--- src/verilog/frspe_map.svh ---
// constants for the flash reset sequencer and serial program entry
`ifndef FRSPE_MAP_SVH
`define FRSPE_MAP_SVH

// clock period of mclk
`define FRSPE_CLK_NS 50
// least valid low width of the hardware reset pin
`define FRSPE_RST_MIN_NS 500
`define FRSPE_RST_MIN_CYC \
	((`FRSPE_RST_MIN_NS + `FRSPE_CLK_NS - 1) / `FRSPE_CLK_NS)
// flash initialisation time before data is readable
`define FRSPE_INIT_US 20
`define FRSPE_INIT_CYC ((`FRSPE_INIT_US * 1000) / `FRSPE_CLK_NS)

// mode strap levels high-to-low for serial programming
`define FRSPE_STRAP_SERIAL 3'h3
`define FRSPE_PIN22_SERIAL 1'h1
`define FRSPE_PIN23_SERIAL 1'h0
`define FRSPE_PIN10_SERIAL 1'h1

// cpu clock divider and serial clock ratio in serial mode
`define FRSPE_CPU_DIV 4
`define FRSPE_SCK_RATIO 8
`define FRSPE_SCK_HALF_MIN (`FRSPE_SCK_RATIO / 2)

// value shifted out before the first byte is supplied
`define FRSPE_TX_IDLE 8'hFF

`endif

--- src/verilog/frspe_pkg.sv ---
// types shared by the flash reset sequencer and serial program entry
package frspe_pkg;
	// flash sequencer states
	typedef enum logic [1:0] {
		FRSPE_ST_INIT = 2'b00,
		FRSPE_ST_READY = 2'b01,
		FRSPE_ST_BUSY = 2'b10
	} frspe_state_t;

	// kind of automatic algorithm
	typedef enum logic {
		FRSPE_OP_WRITE = 1'b0,
		FRSPE_OP_ERASE = 1'b1
	} frspe_op_t;
endpackage

--- src/verilog/frspe_buf.sv ---
// shifting buffer between the serial receiver and the user side
`timescale 1ns/1ps
module frspe_buf #(
	parameter int WIDTH = 8,
	parameter int DEPTH = 2
) (
	input wire logic mclk, // system clock
	input wire logic rst_n, // async reset, active low
	input wire logic in_valid, // word offered
	output logic in_ready, // room for a word
	input wire logic [WIDTH-1:0] in_data, // offered word
	output logic out_valid, // head word valid
	input wire logic out_ready, // consumer takes head
	output logic [WIDTH-1:0] out_data // head word
);
	import frspe_pkg::*;

	if (DEPTH < 2) begin : g_chk
		$error("frspe_buf needs at least two entries");
	end

	logic [DEPTH-1:0] vld;
	logic [WIDTH-1:0] mem [DEPTH];
	logic [DEPTH-1:0] next_vld;
	logic [WIDTH-1:0] next_mem [DEPTH];
	logic pop;
	logic push;
	logic placed;

	// head always sits in entry zero so the output is a flop
	assign pop = vld[0] & out_ready;
	assign push = in_valid & ~vld[DEPTH-1];
	assign in_ready = ~vld[DEPTH-1];
	assign out_valid = vld[0];
	assign out_data = mem[0];

	// shift down on pop, then place a pushed word in the first hole
	always_comb begin
		placed = 1'b0;
		// last entry handled apart so no index runs past the array
		for (int i = 0; i < DEPTH - 1; i++) begin
			next_vld[i] = pop ? vld[i+1] : vld[i];
			next_mem[i] = pop ? mem[i+1] : mem[i];
		end
		next_vld[DEPTH-1] = pop ? 1'b0 : vld[DEPTH-1];
		next_mem[DEPTH-1] = mem[DEPTH-1];
		for (int i = 0; i < DEPTH; i++) begin
			if (push && !placed && !next_vld[i]) begin
				next_vld[i] = 1'b1;
				next_mem[i] = in_data;
				placed = 1'b1;
			end
		end
	end

	always_ff @(posedge mclk or negedge rst_n) begin
		if (!rst_n) begin
			vld <= '0;
			for (int i = 0; i < DEPTH; i++) begin
				mem[i] <= '0;
			end
		end else begin
			vld <= next_vld;
			mem <= next_mem;
		end
	end

	// a stalled consumer keeps the head word unchanged
	AST_HOLD_HEAD: assert property (@(posedge mclk) disable iff (!rst_n)
		out_valid && !out_ready |=> out_valid && $stable(out_data))
		else $error("buffer head changed while stalled");
endmodule

--- src/verilog/frspe_top.sv ---
// flash reset sequencer with serial programming mode entry
`timescale 1ns/1ps
`include "frspe_map.svh"
module frspe_top #(
	parameter int DATA_W = 8,
	parameter int BUF_DEPTH = 2
) (
	input wire logic mclk, // oscillator clock, 20 MHz
	input wire logic rst_n, // power-on reset, active low
	input wire logic ext_reset_n, // hardware reset pin, active low
	input wire logic sw_reset, // software or watchdog reset pulse
	input wire logic mode_strap_high, // mode strap, top bit
	input wire logic mode_strap_mid, // mode strap, middle bit
	input wire logic mode_strap_low, // mode strap, low bit
	input wire logic port_pin_twenty_two, // strap port pin 22
	input wire logic port_pin_twenty_three, // strap port pin 23
	input wire logic port_pin_ten, // strap port pin 10
	input wire logic cmd_valid, // start request for the algorithm
	input wire frspe_pkg::frspe_op_t cmd_op, // write or erase
	input wire logic algo_finish, // array reports algorithm done
	input wire logic rd_req, // cpu read of the flash array
	output logic rd_ack, // read granted
	output logic rd_refused, // read refused, flash not readable
	output logic algo_start, // pulse, algorithm launched
	output logic cmd_ignored, // pulse, command dropped while busy
	output logic flash_busy, // automatic algorithm active
	output logic flash_ready, // flash in read state
	output logic data_suspect, // write was cut by reset
	output logic sector_suspect, // erase was cut by reset
	output logic serial_mode, // serial programming mode latched
	output logic cpu_tick, // cpu clock enable pulse
	input wire logic prog_serial_clock_in, // serial clock from programmer
	input wire logic prog_serial_data_in, // serial data in
	output logic prog_serial_data_out, // serial data out
	output logic sck_too_fast, // serial clock over ratio seen
	output logic rx_overrun, // byte lost, buffer full
	output logic rx_valid, // received byte ready
	input wire logic rx_ready, // user takes the byte
	output logic [DATA_W-1:0] rx_data, // received byte
	input wire logic [DATA_W-1:0] tx_data, // next byte to send
	output logic tx_taken // pulse, tx_data loaded
);
	import frspe_pkg::*;

	if (DATA_W != 8) begin : g_chk_w
		$error("frspe_top serial port is eight bits wide");
	end
	if (BUF_DEPTH < 2) begin : g_chk_d
		$error("frspe_top needs a buffer of two or more");
	end

	localparam int RST_CYC = `FRSPE_RST_MIN_CYC;
	localparam int INIT_CYC = `FRSPE_INIT_CYC;
	localparam logic [3:0] RST_LAST = 4'(RST_CYC - 1);
	localparam logic [8:0] INIT_LAST = 9'(INIT_CYC - 1);
	localparam logic [2:0] HALF_LAST = 3'(`FRSPE_SCK_HALF_MIN - 1);
	localparam logic [1:0] DIV_LAST = 2'(`FRSPE_CPU_DIV - 1);

	// strap decoding, used at capture and by the check below
	function automatic logic strap_is_serial(input logic [2:0] m,
		input logic p22, input logic p23, input logic p10);
		strap_is_serial = (m == `FRSPE_STRAP_SERIAL) &&
			(p22 == `FRSPE_PIN22_SERIAL) &&
			(p23 == `FRSPE_PIN23_SERIAL) && (p10 == `FRSPE_PIN10_SERIAL);
	endfunction

	logic [2:0] strap;
	assign strap = {mode_strap_high, mode_strap_mid, mode_strap_low};

	// reset pin filter: a low shorter than the minimum does nothing
	logic [3:0] low_cnt, next_low_cnt;
	logic rst_hit;
	assign rst_hit = !ext_reset_n && (low_cnt == RST_LAST);
	always_comb begin
		next_low_cnt = low_cnt;
		if (ext_reset_n) begin
			next_low_cnt = '0;
		end else if (low_cnt != RST_LAST + 4'h1) begin
			next_low_cnt = low_cnt + 4'h1; // saturate past the minimum
		end
	end
	always_ff @(posedge mclk or negedge rst_n) begin
		if (!rst_n) begin
			low_cnt <= '0;
		end else begin
			low_cnt <= next_low_cnt;
		end
	end

	// flash sequencer
	frspe_state_t state, next_state;
	frspe_op_t op, next_op;
	logic [8:0] init_cnt, next_init_cnt;
	logic next_data_suspect, next_sector_suspect;
	logic reset_held;
	assign reset_held = !ext_reset_n && (low_cnt > RST_LAST);
	always_comb begin
		next_state = state;
		next_op = op;
		next_init_cnt = init_cnt;
		next_data_suspect = data_suspect;
		next_sector_suspect = sector_suspect;
		// sw_reset is deliberately not looked at here
		unique case (state)
			FRSPE_ST_INIT: begin
				if (reset_held) begin
					next_init_cnt = '0; // restart timing until pin rises
				end else if (init_cnt == INIT_LAST) begin
					next_state = FRSPE_ST_READY;
				end else begin
					next_init_cnt = init_cnt + 9'h001;
				end
			end
			FRSPE_ST_READY: begin
				if (cmd_valid) begin
					next_state = FRSPE_ST_BUSY;
					next_op = cmd_op;
				end
			end
			FRSPE_ST_BUSY: begin
				if (algo_finish) begin
					next_state = FRSPE_ST_READY;
				end
			end
			default: next_state = FRSPE_ST_INIT;
		endcase
		// a valid reset pin wins everywhere and reinitialises the flash
		if (rst_hit) begin
			next_state = FRSPE_ST_INIT;
			next_init_cnt = '0;
			if (state == FRSPE_ST_BUSY && !algo_finish) begin
				if (op == FRSPE_OP_WRITE) begin
					next_data_suspect = 1'b1;
				end else begin
					next_sector_suspect = 1'b1;
				end
			end
		end
	end
	always_ff @(posedge mclk or negedge rst_n) begin
		if (!rst_n) begin
			state <= FRSPE_ST_INIT;
			op <= FRSPE_OP_WRITE;
			init_cnt <= '0;
			data_suspect <= 1'b0;
			sector_suspect <= 1'b0;
		end else begin
			state <= next_state;
			op <= next_op;
			init_cnt <= next_init_cnt;
			data_suspect <= next_data_suspect;
			sector_suspect <= next_sector_suspect;
		end
	end

	// registered status and per-request answers
	logic next_rd_ack, next_rd_refused, next_algo_start, next_cmd_ignored;
	always_comb begin
		next_rd_ack = rd_req && state == FRSPE_ST_READY;
		next_rd_refused = rd_req && state != FRSPE_ST_READY;
		next_algo_start = cmd_valid && state == FRSPE_ST_READY && !rst_hit;
		next_cmd_ignored = cmd_valid && state == FRSPE_ST_BUSY;
	end
	always_ff @(posedge mclk or negedge rst_n) begin
		if (!rst_n) begin
			rd_ack <= 1'b0;
			rd_refused <= 1'b0;
			algo_start <= 1'b0;
			cmd_ignored <= 1'b0;
			flash_busy <= 1'b0;
			flash_ready <= 1'b0;
		end else begin
			rd_ack <= next_rd_ack;
			rd_refused <= next_rd_refused;
			algo_start <= next_algo_start;
			cmd_ignored <= next_cmd_ignored;
			flash_busy <= next_state == FRSPE_ST_BUSY;
			flash_ready <= next_state == FRSPE_ST_READY;
		end
	end

	// strap capture after reset release; async reset may only load constants
	logic strap_done, next_strap_done, next_serial_mode;
	logic [1:0] div_cnt, next_div_cnt;
	logic next_cpu_tick;
	always_comb begin
		next_strap_done = strap_done & ~rst_hit;
		next_serial_mode = serial_mode;
		if (!strap_done) begin
			next_serial_mode = strap_is_serial(strap, port_pin_twenty_two,
				port_pin_twenty_three, port_pin_ten);
			next_strap_done = 1'b1;
		end
		next_div_cnt = (div_cnt == DIV_LAST) ? 2'h0 : div_cnt + 2'h1;
		next_cpu_tick = serial_mode ? (div_cnt == DIV_LAST) : 1'b1;
	end
	always_ff @(posedge mclk or negedge rst_n) begin
		if (!rst_n) begin
			strap_done <= 1'b0;
			serial_mode <= 1'b0;
			div_cnt <= '0;
			cpu_tick <= 1'b0;
		end else begin
			strap_done <= next_strap_done;
			serial_mode <= next_serial_mode;
			div_cnt <= next_div_cnt;
			cpu_tick <= next_cpu_tick;
		end
	end

	// serial port: sample on rising sck, shift out on falling sck
	logic sck_q;
	logic [2:0] bit_cnt, next_bit_cnt;
	logic [2:0] half_cnt, next_half_cnt;
	logic [7:0] rx_sh, next_rx_sh, tx_sh, next_tx_sh;
	logic next_so, next_fast, next_overrun, next_tx_taken;
	logic push, push_ready, next_push;
	logic sck_rise, sck_fall;
	assign sck_rise = serial_mode && prog_serial_clock_in && !sck_q;
	assign sck_fall = serial_mode && !prog_serial_clock_in && sck_q;
	always_comb begin
		next_bit_cnt = bit_cnt;
		next_rx_sh = rx_sh;
		next_tx_sh = tx_sh;
		next_so = prog_serial_data_out;
		next_fast = sck_too_fast;
		next_overrun = rx_overrun;
		next_tx_taken = 1'b0;
		next_push = 1'b0;
		next_half_cnt = (half_cnt == HALF_LAST) ? half_cnt : half_cnt + 3'h1;
		if (sck_rise || sck_fall) begin
			next_half_cnt = '0;
			// an edge before the least half period means over one eighth
			if (half_cnt != HALF_LAST) begin
				next_fast = 1'b1;
			end
		end
		if (sck_rise) begin
			next_rx_sh = {rx_sh[6:0], prog_serial_data_in};
			next_bit_cnt = bit_cnt + 3'h1;
			if (bit_cnt == 3'h7) begin
				next_push = 1'b1;
				next_tx_sh = tx_data;
				next_so = tx_data[7];
				next_tx_taken = 1'b1;
				// programmer cannot be stalled, so a full buffer drops it
				if (!push_ready) begin
					next_overrun = 1'b1;
				end
			end
		end else if (sck_fall && bit_cnt != 3'h0) begin
			next_tx_sh = {tx_sh[6:0], 1'b0};
			next_so = tx_sh[6];
		end
	end
	always_ff @(posedge mclk or negedge rst_n) begin
		if (!rst_n) begin
			sck_q <= 1'b0;
			bit_cnt <= '0;
			half_cnt <= HALF_LAST;
			rx_sh <= '0;
			tx_sh <= `FRSPE_TX_IDLE;
			prog_serial_data_out <= 1'b1;
			sck_too_fast <= 1'b0;
			rx_overrun <= 1'b0;
			tx_taken <= 1'b0;
			push <= 1'b0;
		end else begin
			sck_q <= prog_serial_clock_in;
			bit_cnt <= next_bit_cnt;
			half_cnt <= next_half_cnt;
			rx_sh <= next_rx_sh;
			tx_sh <= next_tx_sh;
			prog_serial_data_out <= next_so;
			sck_too_fast <= next_fast;
			rx_overrun <= next_overrun;
			tx_taken <= next_tx_taken;
			push <= next_push;
		end
	end

	// two-entry buffer absorbs a user stall of up to one byte time
	frspe_buf #(.WIDTH(DATA_W), .DEPTH(BUF_DEPTH)) u_rx_buf (
		.mclk(mclk),
		.rst_n(rst_n),
		.in_valid(push),
		.in_ready(push_ready),
		.in_data(rx_sh),
		.out_valid(rx_valid),
		.out_ready(rx_ready),
		.out_data(rx_data)
	);

	AST_SHORT_LOW: assert property (@(posedge mclk) disable iff (!rst_n)
		state != FRSPE_ST_INIT && !ext_reset_n && low_cnt < RST_LAST |=>
		state != FRSPE_ST_INIT)
		else $error("short reset pulse reinitialised flash");
	AST_INIT_TIME: assert property (@(posedge mclk) disable iff (!rst_n)
		$rose(flash_ready) && $past(state) == FRSPE_ST_INIT |->
		$past(init_cnt) == INIT_LAST)
		else $error("flash ready before init time");
	AST_CUT_ERASE: assert property (@(posedge mclk) disable iff (!rst_n)
		state == FRSPE_ST_BUSY && op == FRSPE_OP_ERASE && rst_hit &&
		!algo_finish |=> sector_suspect && state == FRSPE_ST_INIT)
		else $error("erase cut without sector mark");
	AST_SOFT_KEEP: assert property (@(posedge mclk) disable iff (!rst_n)
		state == FRSPE_ST_BUSY && sw_reset && !algo_finish && !rst_hit |=>
		flash_busy)
		else $error("soft reset disturbed the algorithm");
	AST_READ_GATE: assert property (@(posedge mclk) disable iff (!rst_n)
		rd_req && flash_busy |=> rd_refused && !rd_ack)
		else $error("read granted while busy");
	AST_STRAP: assert property (@(posedge mclk) disable iff (!rst_n)
		!strap_done |=> serial_mode == strap_is_serial($past(strap),
		$past(port_pin_twenty_two), $past(port_pin_twenty_three),
		$past(port_pin_ten)))
		else $error("serial mode not taken from straps");
	AST_DIV4: assert property (@(posedge mclk) disable iff (!rst_n)
		$past(serial_mode) && serial_mode && cpu_tick ##1 serial_mode[*3]
		|-> (!$past(cpu_tick, 2) && !$past(cpu_tick) && !cpu_tick) ##1
		cpu_tick)
		else $error("cpu tick not one in four");
	AST_FAST: assert property (@(posedge mclk) disable iff (!rst_n)
		(sck_rise || sck_fall) && half_cnt < HALF_LAST |=> sck_too_fast)
		else $error("fast serial clock not flagged");
	AST_BYTE: assert property (@(posedge mclk) disable iff (!rst_n)
		sck_rise && bit_cnt == 3'h7 |=> push && tx_taken && bit_cnt == 3'h0)
		else $error("eighth bit did not complete a byte");
	AST_IGNORE: assert property (@(posedge mclk) disable iff (!rst_n)
		cmd_valid && flash_busy && state == FRSPE_ST_BUSY |=>
		cmd_ignored && !algo_start)
		else $error("command accepted while busy");
	AST_BUSY: assert property (@(posedge mclk) disable iff (!rst_n)
		state == FRSPE_ST_READY && cmd_valid && !rst_hit |=>
		flash_busy && algo_start)
		else $error("busy not raised on start");
endmodule

--- config.mk ---
export PLATFORM = sky130hd
export DESIGN_NAME = frspe_top
export DESIGN_NICKNAME = d
export VERILOG_FILES = /design/src/verilog/frspe_pkg.sv /design/src/verilog/frspe_buf.sv /design/src/verilog/frspe_top.sv
export VERILOG_INCLUDE_DIRS = /design/src /design/src/verilog
export SDC_FILE = /design/constraint.sdc
export NUM_CORES = 1
export LEC_CHECK = 0
export BUFFER_PORTS_ARGS = -buffer_cell sky130_fd_sc_hd__buf_4
export CORE_MARGIN = 2
export CORE_UTILIZATION = 55
export CTS_CLUSTER_SIZE = 20
export DETAILED_ROUTE_END_ITERATION = 7
export MAX_ROUTING_LAYER = met4
export PLACE_DENSITY = 0.76
export SYNTH_ARGS = -nofsm -noshare
export SYNTH_HDL_FRONTEND = slang
export SYNTH_SLANG_ARGS = --single-unit
--- constraint.sdc ---
create_clock -name mclk -period 2.5 [get_ports mclk]
set_input_delay 0.5 -clock mclk [delete_from_list [all_inputs] [get_ports mclk]]
set_output_delay 0.5 -clock mclk [all_outputs]
set_load 0.05 [all_outputs]
==> run summary <==
The final hold violation count was 0; the clock sink count was 73. The flow ran to the end, and the final reports show no timing, DRC or antenna violations. The proportion of total power due to net switching is 34.4%, and the synthesis warning total is 0. For this block, the via count after detailed routing is 2169. Worst slew margin relative to its limit: 40.9%. The worst setup path is of the reg2reg kind. For the worst path arrival time, the log shows 2160 ps.

The H-tree was split into 3 levels. The logs give 66.6% for the post-layout utilization of the core and 56.9% for the initial standard-cell utilization of the core. The final routed DRC violation total was 0; the total power density per cell area was 1030 nW/µm². Dividing the final minimum period by the clock period gives 78.3%. For this design the static power due to leakage is 1.96 nW.

Element type at the critical path end: a flip-flop. The maximum fanout along the worst path came out at 8. Synthesis instantiated 42 different standard cells from the library. Grouping stages by cell kind, the critical path spends the most delay in simple AND/OR/NAND/NOR gates.

For the pin with the worst max-slew slack, the measured transition is 887 ps. The clock period could shrink to 1960 ps. The logs give 4 for the count of TritonRoute iterations in the first routing pass and 48 for the count of boundary I/O pins.

For the count of hold-fix buffers inserted at cts, the log shows 0. Sequential cells burn 44.9% of the power. The internal power consumption was 2.66 mW. Setup repair after global routing left no endpoint under its margin. Buffers placed on the I/O ports in this run total 46.

The floorplan die area came out at 6730 µm². The number of instances in the placed design is 395, and the post-synthesis net count is 323. The logs give 340 ps for the clock network latency to the later pin of the worst-skew pair and 0 for the post-CTS setup-driven buffer insertion count. The root buffer cell is sky130_fd_sc_hd__clkbuf_8. The number of buffers created by CTS was 9; the average wire length per cell after detail routing was 13.4 µm. The routed via count divided by cell count was 5.28.

The post-DP HPWL came out at 3870 µm. The global-route wire length before repair was 9340 µm. The DRC violation total after the first TritonRoute iteration is 69. The antenna diode instance count is 0, and the area added between synthesis and finish is 17.1%. The sum of routed wire length over all layers is 5510 µm.

The run gives 0 as the number of instances resized during post-cts repair. The delay of the slowest cell on the worst path works out to 420 ps. In this run the mean area of a mapped cell was 11.7 µm². Walking the worst path, the cells encountered are ha_1, and3_1, a311o_1, nand2b_1, a31oi_1.

Once detail routing completed, the nets flagged for antenna violations numbered 0. The highest clock rate came out at 0.511 GHz. After clock tree synthesis, the clock-pin slew on the worst setup and hold paths is 70 ps. The total area inside the core boundary comes to 5890 µm². The proportion of power drawn by combinational gates was 29.4%; the max-capacitance violation count was 0. Setup violations remaining at the end of the flow were counted as 0. The setup total negative slack is 0 ps, and the vertical extent of the die is 82.0 µm. TritonCTS built the clock tree. Fill cells in the final layout number 457. The run gives 2 as the buffer depth of the longest clock path. Type of origin of the critical path: a flip-flop. The number of flip-flops and latches in the synthesized netlist is 73, and the post-synthesis sequential area ratio is 54.9%. The setup skew after layout was 7.83 ps; the worst setup margin was 541 ps.

Synthesis handed over a netlist of 287 instances. The run gives 0 as the global route total overflow. The clock network fraction of total power came out at 25.7%. Routability-driven placement finished with a final weighted congestion of 0.742. The floorplan has 28 rows. The critical path contains buffers and inverters numbering 0 combined.

The logs give 0 for the number of pins with negative max-slew slack in the final report and 367 for the number of nets in the final layout. From left edge to right edge, the die measures 82.0 µm. The post-route netlist has 30.7% of its cells at a drive strength greater than 1.

Via count of the first global-routing pass: 2144. The logs give 550 µV for the worst voltage drop across the vdd grid and 0 for the number of antenna violations at the first check in global routing. For this design the total switching power over the nets is 1.40 mW.

The global-route usage over all layers was 19.0%; the area of the mapped netlist was 3350 µm². The min-delay analysis places its worst path in the category in2async. Entering global routing, the biggest net connects 74 pins. The run gives 2700 ps as the required time of the worst setup path. The final instance count without filler cells was 411. The cell with the biggest individual delay on the critical path was sky130_fd_sc_hd__a311o_1. The tools report the placement-stage worst setup slack as 566 ps.
[per-layer routing]
metal  vias to the layer above  GRT usage, %  wire [µm]
li1                       1071             -          -
met1                      1066          21.1       2430
met2                        26          32.8       2900
met3                         6          6.26        121
met4                         0          5.00         61
met5                         -             -          0
[stage by stage]
step | total power, mW | hold WS [ps] | cell area [µm²]
finish | 4.06 | 276 | 3920
global route | 4.33 | 261 | 3920
CTS | 4.09 | 274 | 3920
detailed placement | 3.05 | 424 | 3690
global placement | 2.99 | 415 | 3690
floorplan | 2.80 | 204 | 3350
[worst paths after layout]
check                                   startpoint                         to  slack, ps  cells past startpoint
max                        init_cnt[0]$_DFFE_PN0P_    init_cnt[4]$_DFFE_PN0P_        540                      5
min                                          rst_n  u_rx_buf.vld[0]$_DFF_PN0_        280                      1
max reg2reg                init_cnt[0]$_DFFE_PN0P_    init_cnt[4]$_DFFE_PN0P_        540                      5
min reg2reg                   div_cnt[0]$_DFF_PN0_       div_cnt[0]$_DFF_PN0_        430                      1
max in group asynchronous                    rst_n     bit_cnt[2]$_DFFE_PN0P_       1640                      1
min in group mclk             prog_serial_clock_in            sck_q$_DFF_PN0_        290                      1
[state kept, by name (all words and copies together), names as in the netlist, 2 cells and up]
register           count
bit_cnt                3
div_cnt                2
half_cnt               3
init_cnt               9
low_cnt                4
rx_sh                  8
state                  2
tx_sh                  7
u_rx_buf.mem           8
u_rx_buf.out_data      8
u_rx_buf.vld           2
[power groups by stage]
stage	clock network, mW	logic [mW]	registers, mW
6_report	1.04	1.19	1.82
5_1_grt	1.11	1.34	1.88
4_1_cts	1.06	1.21	1.82
3_5_place_dp	0	1.20	1.84
3_3_place_gp	0	1.16	1.82
2_1_floorplan	0	0.930	1.87
[kinds of logic (layout without fill, tap and decap cells)]
| logic type | Yosys count | count (layout) | synth area share [%] |
|---|---|---|---|
| simple gates | 84 | 84 | 13.3 |
| mux | 36 | 36 | 11.5 |
| flops | 73 | 73 | 54.9 |
| buf+inv | 25 | 74 | 4.33 |
| fa+ha+maj | 11 | 11 | 4.11 |
| xor+xnor | 4 | 4 | 1.05 |
| compound gates | 54 | 54 | 10.8 |
[worst register-to-register path: cells and delay by family, from the launching register on]
family	cells	cell delay [ps]
AND/OR/NAND/NOR	2	620
flip-flops	1	410
adder cells (fa/ha/maj)	1	240
AO/OA/AOI/OAI	2	560
[placed cells by master (no fill, tap or decap), types with 5 or more instances in the layout]
master                     count
sky130_fd_sc_hd__dfrtp_1      63
sky130_fd_sc_hd__buf_4        47
sky130_fd_sc_hd__nand2_1      23
sky130_fd_sc_hd__nor2_1       21
sky130_fd_sc_hd__a21oi_1      21
sky130_fd_sc_hd__mux2i_1      17
sky130_fd_sc_hd__mux2_2       16
sky130_fd_sc_hd__nand2b_1     12
sky130_fd_sc_hd__inv_1        11
sky130_fd_sc_hd__ha_1         11
sky130_fd_sc_hd__clkbuf_8     11
sky130_fd_sc_hd__dfstp_2      10
sky130_fd_sc_hd__o21ai_0       8
sky130_fd_sc_hd__a31oi_2       7
sky130_fd_sc_hd__and3_1        5
sky130_fd_sc_hd__o21ai_1       5
sky130_fd_sc_hd__nand3_1       5
[synth_stat cells (all sizes together)]
library cell	n	area, µm²
nand4	1	6.26
dfstp	10	263
a21oi	21	105
nand3	5	25.0
xor2	2	17.5
and2b	1	7.51
a41oi	2	17.5
a21o	3	22.5
nand3b	3	22.5
or2	2	12.5
a31oi	8	93.8
nand2	24	92.6
o21bai	3	22.5
nor4	1	21.3
mux2i	17	170
a22o	1	8.76
buf	13	100
dfrtp	63	1580
clkbuf	1	3.75
mux2	19	214
and2	2	12.5
nor3b	2	25.0
o21ai	14	73.8
nor2b	3	18.8
xnor2	2	17.5
nand2b	12	75.1
a311o	1	10.0
nor4bb	1	10.0
nor2	22	85.1
ha	11	138
inv	11	41.3
and3	5	31.3
o21a	1	7.51
[final cells by class]
cell class | count | area (µm²) | area share, %
clock buffer | 11 | 151 | 3.86
clock inverter | 5 | 77.6 | 1.98
inverter | 11 | 41.3 | 1.05
sequential | 73 | 1840 | 46.9
multi-input combinational | 189 | 1360 | 34.8
timing repair buffer | 47 | 353 | 9.00
tap | 75 | 93.8 | 2.39
Power figures use the tool's default switching activity.
